$ cat src/rtl/csp_pkg.sv
// constants and register map of the clocked serial port
// assumes a single 40 MHz clock and a plain register port
//
// What this block does and what its software must do
// (RL1) master continuous: loading buffer into shifter pulses buffer-empty interrupt
// (RL2) master: no new data means clock stops and busy flag clears
// (RL3) software reads receive buffer on reception-error interrupt
// (RL4) writing 0 to overrun flag clears it
// (RL5) software disables port only after busy flag reads 0
// (RL6) slave continuous: full word without new write ends sequence, reception-end
// (RL7) continuous: reception completing while receive buffer unread sets overrun, error interrupt
// (RL8) overrun still overwrites receive buffer with new word
// (RL9) error interrupt repeats at each completion while buffer unread
// (RL10) software reads receive buffer before next word's last bit
// (RL11) powered off: clock pin floats on external select, else idle level
// (RL12) powered off: clock pin follows polarity and select immediately
// (RL13) powered off: data pin low, latch, or buffer bit 7/0
// (RL14) powered off: data pin follows enable, order, phase immediately
// (RL15) clock select 000 gives peripheral clock divided by two
// (RL16) clock select 111 takes external clock, slave mode
// (RL17) length field 0000 selects eight-bit words
// (RL18) bit order 0 shifts most significant bit first
// (RL19) polarity and phase both 0 give type 1 timing
// (RL20) busy flag sets on buffer write or dummy read, clears last edge
// (RL21) writing 1 to overrun flag does nothing
// (RL22) continuous: new data before word end continues without clock gap
package csp_pkg;
    // ********************************
    // register offsets
    // ********************************
    localparam logic [2:0] ADDR_CTL0 = 3'h0;
    localparam logic [2:0] ADDR_CTL1 = 3'h1;
    localparam logic [2:0] ADDR_LEN = 3'h2;
    localparam logic [2:0] ADDR_STATUS = 3'h3;
    localparam logic [2:0] ADDR_TX = 3'h4;
    localparam logic [2:0] ADDR_RX = 3'h5;
    // ********************************
    // field positions
    // ********************************
    localparam int B_PWR = 7;
    localparam int B_TXE = 6;
    localparam int B_RXE = 5;
    localparam int B_DIR = 4;
    localparam int B_CONT = 1;
    localparam int B_CKP = 4;
    localparam int B_DAP = 3;
    localparam int B_TSF = 7;
    localparam int B_OVE = 0;
    localparam int B_LOW7 = 7;
    localparam int B_LOW0 = 0;
    // ********************************
    // codes and reset values
    // ********************************
    localparam logic [2:0] CKS_EXT = 3'h7;
    localparam logic [3:0] LEN_DEFAULT_SEL = 4'h0;
    localparam logic [3:0] LEN_DEFAULT = 4'h8;
    localparam logic [7:0] CTL_RESET = 8'h00;
    localparam int DIV_W = 7;
    typedef enum logic [2:0] {
        ST_IDLE = 3'b001,
        ST_LEAD = 3'b010,
        ST_TRAIL = 3'b100
    } csp_state_t;
endpackage

$ cat src/rtl/csp_clkdiv.sv
// half-period tick divider for the master serial clock
// assumes clear is held while no master transfer runs
`timescale 1ns/1ps
module csp_clkdiv
    import csp_pkg::*;
(
    // clock and reset
    input wire logic i_ref_clk,
    input wire logic i_rst,
    // control
    input wire logic i_clear,
    input wire logic [2:0] i_sel,
    // tick
    output logic o_tick
);
    logic [DIV_W-1:0] cnt;
    wire logic [DIV_W-1:0] limit;

    // half period is 2^sel cycles, so select 0 ticks every cycle
    assign limit = DIV_W'((DIV_W'(1) << i_sel) - DIV_W'(1)); // [RL15]
    assign o_tick = !i_clear && (cnt == limit);

    always_ff @(posedge i_ref_clk) begin
        if (i_rst || i_clear || o_tick) begin
            cnt <= '0;
        end else begin
            cnt <= DIV_W'(cnt + DIV_W'(1));
        end
    end
endmodule

$ cat src/rtl/csp_top.sv
// clocked serial port: registers, shift engine, pins
// assumes software on the register port and a serial peer on the pins
`timescale 1ns/1ps
module csp_top
    import csp_pkg::*;
#(
    parameter int DATA_W = 16
) (
    // clock and reset
    input wire logic i_ref_clk,
    input wire logic i_rst,
    // register port
    input wire logic [2:0] i_addr,
    input wire logic [DATA_W-1:0] i_wdata,
    input wire logic i_wr,
    input wire logic i_rd,
    output logic [DATA_W-1:0] o_rdata,
    // event pulses
    output logic o_tx_buffer_empty_irq,
    output logic o_rx_end_irq,
    output logic o_rx_error_irq,
    // serial pins
    input wire logic i_sck,
    output logic o_sck_out,
    output logic o_sck_oe,
    input wire logic i_si,
    output logic o_so
);
    // ********************************
    // helpers
    // ********************************
    function automatic logic [3:0] bit_pos(input logic lsb_first,
                                           input logic [3:0] len,
                                           input logic [3:0] idx);
        bit_pos = lsb_first ? idx : 4'(len - 4'h1 - idx); // [RL18]
    endfunction

    // ********************************
    // registers
    // ********************************
    logic [7:0] serial_control_0;
    logic [7:0] serial_control_1;
    logic [3:0] serial_length_control;
    logic [DATA_W-1:0] transmit_buffer;
    logic [DATA_W-1:0] receive_buffer;
    logic transfer_in_progress, overrun_flag;
    logic tx_pending, rx_dummy, rx_unread;

    wire logic operation_enable = serial_control_0[B_PWR];
    wire logic transmit_enable = serial_control_0[B_TXE];
    wire logic receive_enable = serial_control_0[B_RXE];
    wire logic bit_order = serial_control_0[B_DIR];
    wire logic cont_mode = serial_control_0[B_CONT];
    wire logic clock_polarity = serial_control_1[B_CKP];
    wire logic data_phase = serial_control_1[B_DAP];
    wire logic [2:0] clock_select = serial_control_1[2:0];

    wire logic wr_ctl0 = i_wr && (i_addr == ADDR_CTL0);
    wire logic wr_ctl1 = i_wr && (i_addr == ADDR_CTL1);
    wire logic wr_len = i_wr && (i_addr == ADDR_LEN);
    wire logic wr_stat = i_wr && (i_addr == ADDR_STATUS);
    wire logic wr_tx = i_wr && (i_addr == ADDR_TX);
    wire logic rd_rx = i_rd && (i_addr == ADDR_RX);

    // ********************************
    // engine signals
    // ********************************
    csp_state_t state;
    logic [3:0] bit_idx;
    logic [DATA_W-1:0] shift_word;
    logic [DATA_W-1:0] rx_word, next_rx_word;
    logic sck_lvl, so_latch;
    // master sampling waits out the two-flop delay on the data pin
    logic [5:0] rx_d1, rx_d2;
    logic sck_m1, sck_s, sck_d;
    logic si_m1, si_s;
    logic tick;

    wire logic master = (clock_select != CKS_EXT); // [RL16]
    wire logic idle_lvl = !clock_polarity; // [RL19]
    wire logic [3:0] len = (serial_length_control == LEN_DEFAULT_SEL) ?
                           LEN_DEFAULT : serial_length_control; // [RL17]
    wire logic sck_edge = (sck_s != sck_d);
    wire logic ext_lead = sck_edge && (sck_s != idle_lvl);
    wire logic ext_trail = sck_edge && (sck_s == idle_lvl);
    wire logic lead_ev = (state == ST_LEAD) && (master ? tick : ext_lead);
    wire logic trail_ev = (state == ST_TRAIL) && (master ? tick : ext_trail);
    wire logic last_bit = (bit_idx == 4'(len - 4'h1));
    wire logic word_done = trail_ev && last_bit;
    // [RL20]
    wire logic start_req = operation_enable &&
        ((transmit_enable && tx_pending) ||
         (!transmit_enable && receive_enable && rx_dummy));
    // [RL22]
    wire logic load = start_req &&
        ((state == ST_IDLE) || (word_done && cont_mode));
    wire logic sample_ev = data_phase ? lead_ev : trail_ev;
    wire logic drive_ev = data_phase ? (trail_ev && !last_bit) : lead_ev;
    wire logic [3:0] drive_idx = data_phase ? 4'(bit_idx + 4'h1) : bit_idx;
    wire logic [3:0] drive_pos = bit_pos(bit_order, len, drive_idx);
    wire logic [3:0] first_pos = bit_pos(bit_order, len, 4'h0);
    wire logic [3:0] sample_pos = bit_pos(bit_order, len, bit_idx);
    wire logic rx_ev = master ? rx_d2[5] : sample_ev;
    wire logic rx_done = master ? rx_d2[4] : word_done;
    wire logic [3:0] rx_pos = master ? rx_d2[3:0] : sample_pos;
    // [RL7] [RL9]
    wire logic ovr_set = rx_done && receive_enable && rx_unread && cont_mode;
    wire logic [DATA_W-1:0] load_word = transmit_enable ? transmit_buffer : '0;

    always_comb begin
        next_rx_word = rx_word;
        if (rx_ev) begin
            next_rx_word[rx_pos] = si_s;
        end
    end

    // ********************************
    // divider and pin synchronisers
    // ********************************
    csp_clkdiv u_div (
        .i_ref_clk(i_ref_clk),
        .i_rst(i_rst),
        .i_clear((state == ST_IDLE) || !master),
        .i_sel(clock_select),
        .o_tick(tick)
    );

    always_ff @(posedge i_ref_clk) begin
        if (i_rst) begin
            // clock pin idles high after reset, so no false edge
            sck_m1 <= 1'b1;
            sck_s <= 1'b1;
            sck_d <= 1'b1;
            si_m1 <= 1'b0;
            si_s <= 1'b0;
        end else begin
            sck_m1 <= i_sck;
            sck_s <= sck_m1;
            sck_d <= sck_s;
            si_m1 <= i_si;
            si_s <= si_m1;
        end
    end

    // ********************************
    // control registers
    // ********************************
    always_ff @(posedge i_ref_clk) begin
        if (i_rst) begin
            serial_control_0 <= CTL_RESET;
            serial_control_1 <= CTL_RESET;
            serial_length_control <= LEN_DEFAULT_SEL;
            transmit_buffer <= '0;
        end else begin
            if (wr_ctl0) begin
                serial_control_0 <= i_wdata[7:0];
            end
            if (wr_ctl1) begin
                serial_control_1 <= i_wdata[7:0];
            end
            if (wr_len) begin
                serial_length_control <= i_wdata[3:0];
            end
            if (wr_tx) begin
                transmit_buffer <= i_wdata;
            end
        end
    end

    // ********************************
    // request and status flags
    // ********************************
    always_ff @(posedge i_ref_clk) begin
        if (i_rst) begin
            tx_pending <= 1'b0;
            rx_dummy <= 1'b0;
        end else begin
            if (wr_tx) begin
                tx_pending <= 1'b1;
            end else if (load && transmit_enable) begin
                tx_pending <= 1'b0;
            end
            if (rd_rx && !transmit_enable) begin
                rx_dummy <= 1'b1;
            end else if (load && !transmit_enable) begin
                rx_dummy <= 1'b0;
            end
        end
    end

    always_ff @(posedge i_ref_clk) begin
        if (i_rst) begin
            overrun_flag <= 1'b0;
            rx_unread <= 1'b0;
        end else begin
            if (ovr_set) begin
                overrun_flag <= 1'b1; // [RL7]
            end else if (wr_stat && !i_wdata[B_OVE]) begin
                overrun_flag <= 1'b0; // [RL4] [RL21]
            end
            if (rx_done && receive_enable) begin
                rx_unread <= 1'b1;
            end else if (rd_rx) begin
                rx_unread <= 1'b0;
            end
        end
    end

    // ********************************
    // shift engine
    // ********************************
    always_ff @(posedge i_ref_clk) begin
        if (i_rst || !operation_enable) begin
            state <= ST_IDLE;
        end else if (load) begin
            state <= ST_LEAD;
        end else if (lead_ev) begin
            state <= ST_TRAIL;
        end else if (trail_ev) begin
            state <= last_bit ? ST_IDLE : ST_LEAD; // [RL2]
        end
    end

    always_ff @(posedge i_ref_clk) begin
        if (i_rst || !operation_enable) begin
            transfer_in_progress <= 1'b0;
        end else if (load) begin
            transfer_in_progress <= 1'b1; // [RL20]
        end else if (word_done) begin
            transfer_in_progress <= 1'b0; // [RL2] [RL6]
        end
    end

    always_ff @(posedge i_ref_clk) begin
        if (i_rst || !operation_enable) begin
            bit_idx <= 4'h0;
            sck_lvl <= 1'b1;
            so_latch <= 1'b0;
        end else begin
            if (load) begin
                bit_idx <= 4'h0;
            end else if (trail_ev && !last_bit) begin
                bit_idx <= 4'(bit_idx + 4'h1);
            end
            if (lead_ev) begin
                sck_lvl <= !idle_lvl;
            end else begin
                sck_lvl <= (state == ST_IDLE) ? idle_lvl :
                           (trail_ev ? idle_lvl : sck_lvl);
            end
            if (load && data_phase) begin
                so_latch <= load_word[first_pos];
            end else if (drive_ev) begin
                so_latch <= shift_word[drive_pos];
            end
        end
    end

    always_ff @(posedge i_ref_clk) begin
        if (i_rst) begin
            shift_word <= '0;
            rx_word <= '0;
            receive_buffer <= '0;
            rx_d1 <= '0;
            rx_d2 <= '0;
        end else begin
            if (load) begin
                shift_word <= load_word;
            end
            rx_word <= next_rx_word;
            rx_d1 <= {sample_ev, word_done, sample_pos};
            rx_d2 <= rx_d1;
            if (rx_done && receive_enable) begin
                receive_buffer <= next_rx_word; // [RL8]
            end
        end
    end

    // ********************************
    // event pulses
    // ********************************
    always_ff @(posedge i_ref_clk) begin
        if (i_rst) begin
            o_tx_buffer_empty_irq <= 1'b0;
            o_rx_end_irq <= 1'b0;
            o_rx_error_irq <= 1'b0;
        end else begin
            o_tx_buffer_empty_irq <= load && transmit_enable; // [RL1]
            o_rx_end_irq <= rx_done; // [RL6]
            o_rx_error_irq <= ovr_set; // [RL9]
        end
    end

    // ********************************
    // read port
    // ********************************
    wire logic [DATA_W-1:0] stat_word = DATA_W'(
        {transfer_in_progress, 6'h00, overrun_flag});
    wire logic [DATA_W-1:0] rd_mux =
        (i_addr == ADDR_CTL0) ? DATA_W'(serial_control_0) :
        (i_addr == ADDR_CTL1) ? DATA_W'(serial_control_1) :
        (i_addr == ADDR_LEN) ? DATA_W'(serial_length_control) :
        (i_addr == ADDR_STATUS) ? stat_word :
        (i_addr == ADDR_TX) ? transmit_buffer :
        (i_addr == ADDR_RX) ? receive_buffer : '0;

    always_ff @(posedge i_ref_clk) begin
        if (i_rst) begin
            o_rdata <= '0;
        end else if (i_rd) begin
            o_rdata <= rd_mux;
        end
    end

    // ********************************
    // pins
    // ********************************
    // [RL11] [RL12]
    assign o_sck_oe = operation_enable ? master : (clock_select != CKS_EXT);
    assign o_sck_out = (operation_enable && master) ? sck_lvl : idle_lvl;
    // [RL13] [RL14]
    wire logic so_off = !transmit_enable ? 1'b0 :
                        !data_phase ? so_latch :
                        bit_order ? transmit_buffer[B_LOW0] :
                        transmit_buffer[B_LOW7];
    assign o_so = operation_enable ? (transmit_enable && so_latch) : so_off;
endmodule

$ cat config.mk
export PLATFORM = sky130hd
export DESIGN_NAME = csp_top
export DESIGN_NICKNAME = d
export VERILOG_FILES = /design/src/rtl/csp_pkg.sv /design/src/rtl/csp_clkdiv.sv /design/src/rtl/csp_top.sv
export SDC_FILE = /design/constraint.sdc
export NUM_CORES = 1
export LEC_CHECK = 0
export BUFFER_PORTS_ARGS = -buffer_cell sky130_fd_sc_hd__clkbuf_2
export CAP_MARGIN = 40
export CORE_MARGIN = 8
export CORE_UTILIZATION = 40
export DETAILED_ROUTE_END_ITERATION = 12
export SLEW_MARGIN = 40
export SYNTH_ARGS = -nofsm -noshare
export SYNTH_HDL_FRONTEND = slang
export SYNTH_SLANG_ARGS = --single-unit
$ cat constraint.sdc
create_clock -name i_ref_clk -period 4.4 [get_ports i_ref_clk]
set_input_delay 0.22 -clock i_ref_clk [delete_from_list [all_inputs] [get_ports i_ref_clk]]
set_output_delay 0.22 -clock i_ref_clk [all_outputs]
set_load 0.005 [all_outputs]
## Word-level counts from Yosys, hierarchy flattened

Index checks and enable logic that the tools add are counted.

- Logic and storage cells: 160
- Bits in registers: 141
- Output and inout port bits: 22

- Add/sub/neg operators: 6
- Shift operators: 1
- Equality and inequality tests: 14
- Mux-type cells: 51
- Reductions and logical operators: 55
- $lt $le $gt $ge: 4

Operator list:

| cell | count |
|---|---|
| two-way mux 16 bit | 8 |
| logical AND 1 bit | 30 |
| two-way mux 1 bit | 29 |
| two-way mux 4 bit | 6 |
| bitwise mux 16 bit | 1 |
| < comparator 4 x 5 -> 1 bit, second input constant | 3 |
| nonzero test 2 bit | 7 |
| equality test 3 x 2 -> 1 bit, second input constant | 3 |
| equality test 3 bit, second input constant | 3 |
| binary-select mux 1 bit (select 4 bit) | 2 |
| subtractor 4 bit | 2 |
| adder 7 x 1 -> 7 bit, second input constant | 1 |
| equality test 7 bit | 1 |
| logical NOT 1 bit | 7 |
| left shift 1 x 3 -> 7 bit, first input constant | 1 |
| subtractor 7 x 2 -> 7 bit, second input constant | 1 |
| equality test 3 x 1 -> 1 bit, second input constant | 2 |
| logical OR 1 bit | 6 |
| two-way mux 3 bit | 2 |
| nonzero test 3 bit | 2 |
| adder 4 x 1 -> 4 bit, second input constant | 1 |
| demux 1 bit (select 4 bit) | 1 |
| equality test 4 bit | 1 |
| >= comparator 4 x 1 -> 1 bit, second input constant | 1 |
| 8 further kinds | 10 |

## Depth between registers and ports, before layout

- Depth after elaboration: 14
- Gate-level depth with buffers: 16
- Mapped depth without buffers: 15

## By module

From an unflattened synthesis, not the netlist that was laid out.

- Cells, all modules: 911
- Area, all modules: 7365.8 µm²

By module, submodules not included:

| module | instances | area an instance (µm²) | sequential area each (µm²) | cells each |
|---|---|---|---|---|
| csp_top | 1 | 6874.1 | 2682.6 | 854 |
| csp_clkdiv | 1 | 491.7 | 140.1 | 57 |

## Worst setup path after synthesis

Ideal clock, no wire load.

- Kind: reg2reg
- Start: register serial_length_control[0]
- End: register so_latch
- Stages on the path, launching flop included: 16
- Path slack: 1.170 ns
- Period minus slack after synthesis: 3.230 ns
- Library setup time: 0.132 ns
- Path buffers: 1
- Arrival: 3.098 ns
- Path through: dfxtp_1 -> buf_6 -> inv_1 -> ha_1 -> or3b_2 -> nand2_1 -> inv_1 -> ha_1 -> fa_1 -> nor2b_1 -> a21o_1 -> a211oi_1 -> a311oi_1 -> a311oi_1 -> o22ai_1 -> nor4b_2

- Word-level cells in the longest chain between the ends: 10
- Elaborated cells between the ends (all ways): 22

Ends and longest elaborated chain:

| what | RTL line | source |
|---|---|---|
| start: declaration | csp_top.sv:43 | `logic [3:0] serial_length_control;` |
| start signal: assignment | csp_top.sv:162 | `serial_length_control <= i_wdata[3:0];` |
| logical NOT 4 bit | csp_top.sv:81 | `wire logic [3:0] len = (serial_length_control == LEN_DEFAULT_SEL) ?` |
| two-way mux 4 bit * | csp_top.sv:81 |  |
| subtractor 4 x 1 -> 4 bit * | csp_top.sv:35, csp_top.sv:88 |  |
| branches (longest 7 deep; another with subtractor 4 bit) | -- |  |
| end signal: assignment | csp_top.sv:252 | `so_latch <= load_word[first_pos];` |
| end signal: assignment | csp_top.sv:254 | `so_latch <= shift_word[drive_pos];` |
| end: declaration | csp_top.sv:72 | `logic sck_lvl, so_latch;` |

Every way passes the cells marked *. The select of a mux whose other input is x is not followed.
A chain may end at the register's enable or synchronous reset.

## Final worst setup path

- Start: register serial_length_control[0]
- End: register receive_buffer[10]

- Word-level cells in the longest chain between the ends: 12
- Elaborated cells between the ends (all ways): 17

Ends and longest elaborated chain:

| what | RTL line | source |
|---|---|---|
| logical NOT 4 bit | csp_top.sv:81 |  |
| two-way mux 4 bit * | csp_top.sv:81 |  |
| subtractor 4 x 1 -> 4 bit * | csp_top.sv:35, csp_top.sv:88 |  |
| subtractor 4 bit | csp_top.sv:35 | `bit_pos = lsb_first ? idx : 4'(len - 4'h1 - idx);` |
| two-way mux 4 bit | csp_top.sv:35 |  |
| two-way mux 4 bit | csp_top.sv:105 | `wire logic [3:0] rx_pos = master ? rx_d2[3:0] : sample_pos;` |
| < comparator 4 x 5 -> 1 bit (implied by the code) or >= comparator 4 x 1 -> 1 bit (tied branches) | csp_top.sv:113 | `next_rx_word[rx_pos] = si_s;` |
| logical AND 1 bit (implied by the code) | csp_top.sv:113 |  |
| two-way mux 1 bit (implied by the code) | csp_top.sv:113 |  |
| demux 1 bit (select 4 bit) | csp_top.sv:113 |  |
| bitwise mux 16 bit | csp_top.sv:113 |  |
| two-way mux 16 bit | csp_top.sv:112 | `if (rx_ev) begin` |
| end signal: assignment | csp_top.sv:274 | `receive_buffer <= next_rx_word;` |
| end: declaration | csp_top.sv:45 | `logic [DATA_W-1:0] receive_buffer;` |

Mark *: on every way between the ends. The rest lies on a longest branch, timed or not.

==> summary.md <==
| Metric | Value |
|---|---|
| Status | `complete, no violations` |
| Worst Hold Path EP | `transmit_buffer[10]$_SDFFE_PP0P_` |
| Inserted Clock Buffers | `17` |
| #FFs+latches synth | `around 140` |
| F_max | `roughly 0.26 GHz` |
| Final setup fails | `0` |
| TNS Setup | `0 ps` |
| Leak | `2.76 nW` |
| Num ports | `47` |
| Top post-synthesis cells by area | `dfxtp_1 40%, a21oi_1 7.5%, nand2_1 6.7%` |
| Syn_area_per_cell | `8.05 sq um` |
| Crit-path cells | `inv_1 -> ha_1 -> xnor2_1 -> inv_1 -> ha_1 -> o21a_1 -> o21a_1 -> or4_4 -> a31oi_4 -> nand4_1 -> a311oi_1` |
| Drt drc | `0` |
| Die Ht | `roughly 150 microns` |
| RR Endpoint | `receive_buffer[10]$_SDFFE_PP0P_` |
| Flop pwr share | `0.443` |
| Worst hold start | `i_wdata[10]` |
| Ys flop type | `dfxtp_1` |
| CP max FO | `16` |
| Sw power | `between 0.7 and 0.8 mW` |
| Mapped Cells | `867` |
| Slew HR | `0.521` |
| DR top layer | `met4` |
| WL met2 | `a little over 9000 microns` |
| Drt first pass iters | `7` |
| Fin crit period | `~3800 ps` |
| ANT cells | `0` |
| Critical Path RT | `about 4700 ps` |
| Switching Fraction | `0.247` |
| Max-Cap Viols | `0` |
| Initial DRC Count | `about 470` |
| Worst slew pin tran | `approximately 720 ps` |
| Clock Root Buffer | `clkbuf_16` |
| FF-to-FF setup slack | `around 620 ps` |
| CTS tree | `done` |
| Metal3 WL | `1030 microns` |
| Final worst path period share | `0.858` |
| Metal1 wirelength | `9250 microns` |
| Clock skew | `9.27 ps` |
| VDD IR-drop max | `0.284 mV` |
| Vias per inst | `5.60` |
| Final HPWL from detailed placement | `around 14000 microns` |
| Hold Path Cell Cnt | `3` |
| Worst EP arrival | `4120 ps` |
| CTS H-Tree Depth | `4` |
| Worst-skew pair later-pin latency | `between 400 and 500 ps` |
| Vias in the first global route | `between 6000 and 7000` |
| Wire per inst | `roughly 18 microns` |
| Pint | `2.24 mW` |
| Nets | `about 920` |
| Synth-to-Final Area Change | `14.0%` |
| Clk pwr share | `0.497` |
| Post-synth EDFFs | `0` |
| Die area | `between 0.02 and 0.025 sq mm` |
| Fin. max-slew vios | `0` |
| Via count | `6295` |
| Hold Path Class | `in2reg` |
| Largest area contributor in the netlist | `dfxtp_1` |
| Initial antenna violation count | `0` |
| Worst r2r src | `serial_length_control[0]$_SDFFE_PP0P_` |
| CTS sink count | `approximately 140` |
| WS Path Type | `reg2reg` |
| Placer's final routability congestion estimate | `around 0.9` |
| Worst setup SP type | `flop` |
| Share of the synthesized area in the top cell type | `0.405` |
| Seq/Total Area, Yosys | `0.405` |
| Row cnt | `48` |
| Synth unique cells | `69` |
| Placed cell count | `1087` |
| Crit. End Element | `flop` |
| R2R depth | `11` |
| Max stage delay on crit path | `520 ps` |
| Fraction of layout cells with a size suffix above 1 | `0.130` |
| Comb power frac | `0.060` |
| Clk slew on worst S/H paths | `approximately 60 ps` |
| DRT Wirelength | `roughly 20000 microns` |
| Power Density | `373 mW/mm^2` |
| Non-filler instance count after layout | `around 1100` |
| Syn_nets | `between 900 and 1000` |
| Synth warnings | `0` |
| Mapped Area | `~0.007 sq mm` |
| Initial Utilization | `0.406` |
| Clk buf depth | `2` |
| Synth async-reset ratio | `0` |
| Gr usage total | `0.186` |
| Chip width | `between 100 and 150 microns` |
| Endpoints failing hold | `0` |
| Global-route wire length before repair | `~32000 microns` |
| Pin count of the biggest net entering global routing | `slightly above 90` |
| Final antenna-violating net count | `0` |
| RSZ-0062 raised after global routing | `false` |
| IO Port Bufs | `46` |
| CP max-delay cell | `dfxtp_1` |
| GRT Residual Overflow | `0` |
| Post-CTS Setup Repair Bufs | `0` |
| Core area | `between 0.015 and 0.02 sq mm` |
## per-layer routing
| metal | global-route usage | vias up |
|---|---|---|
| met2 | 0.294 | 182 |
| met5 | 0 | - |
| met3 | 0.0425 | 36 |
| li1 | - | 3122 |
| met1 | 0.239 | 2955 |
| met4 | 0.0811 | 0 |
## synth_stat cells, types with 4 or more instances
cell type and instances:
a22oi_1 4, clkbuf_1 42, buf_2 12, xor2_1 10, nor2b_1 23, and2_1 8
mux2_2 8, buf_6 4, o21ai_0 25, o21a_1 7, o221ai_1 5, nand2b_1 5
or2_2 4, o31ai_1 16, nand2_1 125, o211ai_1 5, a211oi_1 9, o21ai_1 4
nand3b_1 4, a21oi_1 105, dfxtp_1 141, inv_1 19, ha_1 10, nor2_1 95
nand3_1 37, xnor2_1 12, nor3_1 9, mux2i_1 15, and3_1 8, a311oi_1 22
nand4_1 15
## state kept, by name (all words and copies together), names as in the netlist, 4 cells and up
register / flops
rx_word: 16
serial_control_1: 8
bit_idx: 4
rx_d2: 6
receive_buffer: 16
transmit_buffer: 16
u_div.cnt: 7
o_rdata: 16
serial_control_0: 8
serial_length_control: 4
rx_d1: 6
shift_word: 16
## metrics by stage
step           total power [mW]  hold WS, ps  setup WS [ps]  cell area, sq um  utilization
6_report                   2.97         14.8            625              7950        0.463
5_1_grt                    3.07         15.7            350              7950        0.463
4_1_cts                    3.00        0.921            665              7950        0.463
3_5_place_dp               1.52          393            687              7300        0.425
3_3_place_gp               1.52          395            770              7290        0.425
2_1_floorplan              1.46          324           1170              6980            -
## critical path, delay by kind of cell (launching register included)
family,cells,cell delay (ps)
simple gates,2,730
flops,1,520
fa+ha+maj,2,640
compound gates,4,1130
xor+xnor,1,350
buf+inv,2,310
## power by group through the flow
stage | Clock [mW] | Combinational [mW] | Sequential [mW]
after floorplan | 0 | 0.129 | 1.33
final | 1.48 | 0.180 | 1.32
after global routing | 1.56 | 0.199 | 1.32
after global placement | 0 | 0.174 | 1.34
after detailed placement | 0 | 0.175 | 1.34
after CTS | 1.50 | 0.179 | 1.31
## layout by cell type (no fill, tap or decap), drive strengths merged, types with 11 or more instances in the layout
cell type    n
nor2        95
nor2b       23
o31ai       17
xnor2       12
nand4       15
o21ai       29
dfxtp      141
buf         11
nand2      125
nand3       37
clkbuf      64
a21oi      105
inv         25
a311oi      22
mux2i       16
## cells by family (layout without fill, tap and decap cells)
logic type	after synthesis	after routing	share of synthesized area
AO/OA/AOI/OAI	234	234	0.218
XOR/XNOR	22	22	0.0276
adder cells (fa/ha/maj)	12	12	0.0237
buffers and inverters	81	113	0.0500
flip-flops	141	141	0.405
multiplexers	25	25	0.0396
AND/OR/NAND/NOR	352	352	0.237
## repair_timing
item                      in CTS  in global routing
hold buffers                   5                  0
gates resized for setup        0                  0
hold endpoints to repair       5                  0
## cell type report
type | count | area, sq um
Fill cell | 1730 | 9220
Multi-Input combinational cell | 645 | 3810
Sequential cell | 141 | 2820
Clock buffer | 19 | 453
Timing Repair Buffer | 61 | 362
Tap cell | 225 | 282
Clock inverter | 13 | 153
Inverter | 20 | 75.1
## how the worst max path moves through the flow
stage	slack, ps	endpoint	cells past startpoint	start
final	620	receive_buffer[10]$_SDFFE_PP0P_	11	serial_length_control[0]$_SDFFE_PP0P_
after global placement	770	receive_buffer[11]$_SDFFE_PP0P_	11	serial_length_control[0]$_SDFFE_PP0P_
after global routing	350	receive_buffer[10]$_SDFFE_PP0P_	11	serial_length_control[0]$_SDFFE_PP0P_
after CTS	660	receive_buffer[9]$_SDFFE_PP0P_	11	serial_length_control[0]$_SDFFE_PP0P_
after floorplan	1170	so_latch$_SDFFE_PP0P_	15	serial_length_control[0]$_SDFFE_PP0P_
after detailed placement	690	receive_buffer[9]$_SDFFE_PP0P_	11	serial_length_control[0]$_SDFFE_PP0P_
Power figures use the tool's default switching activity.
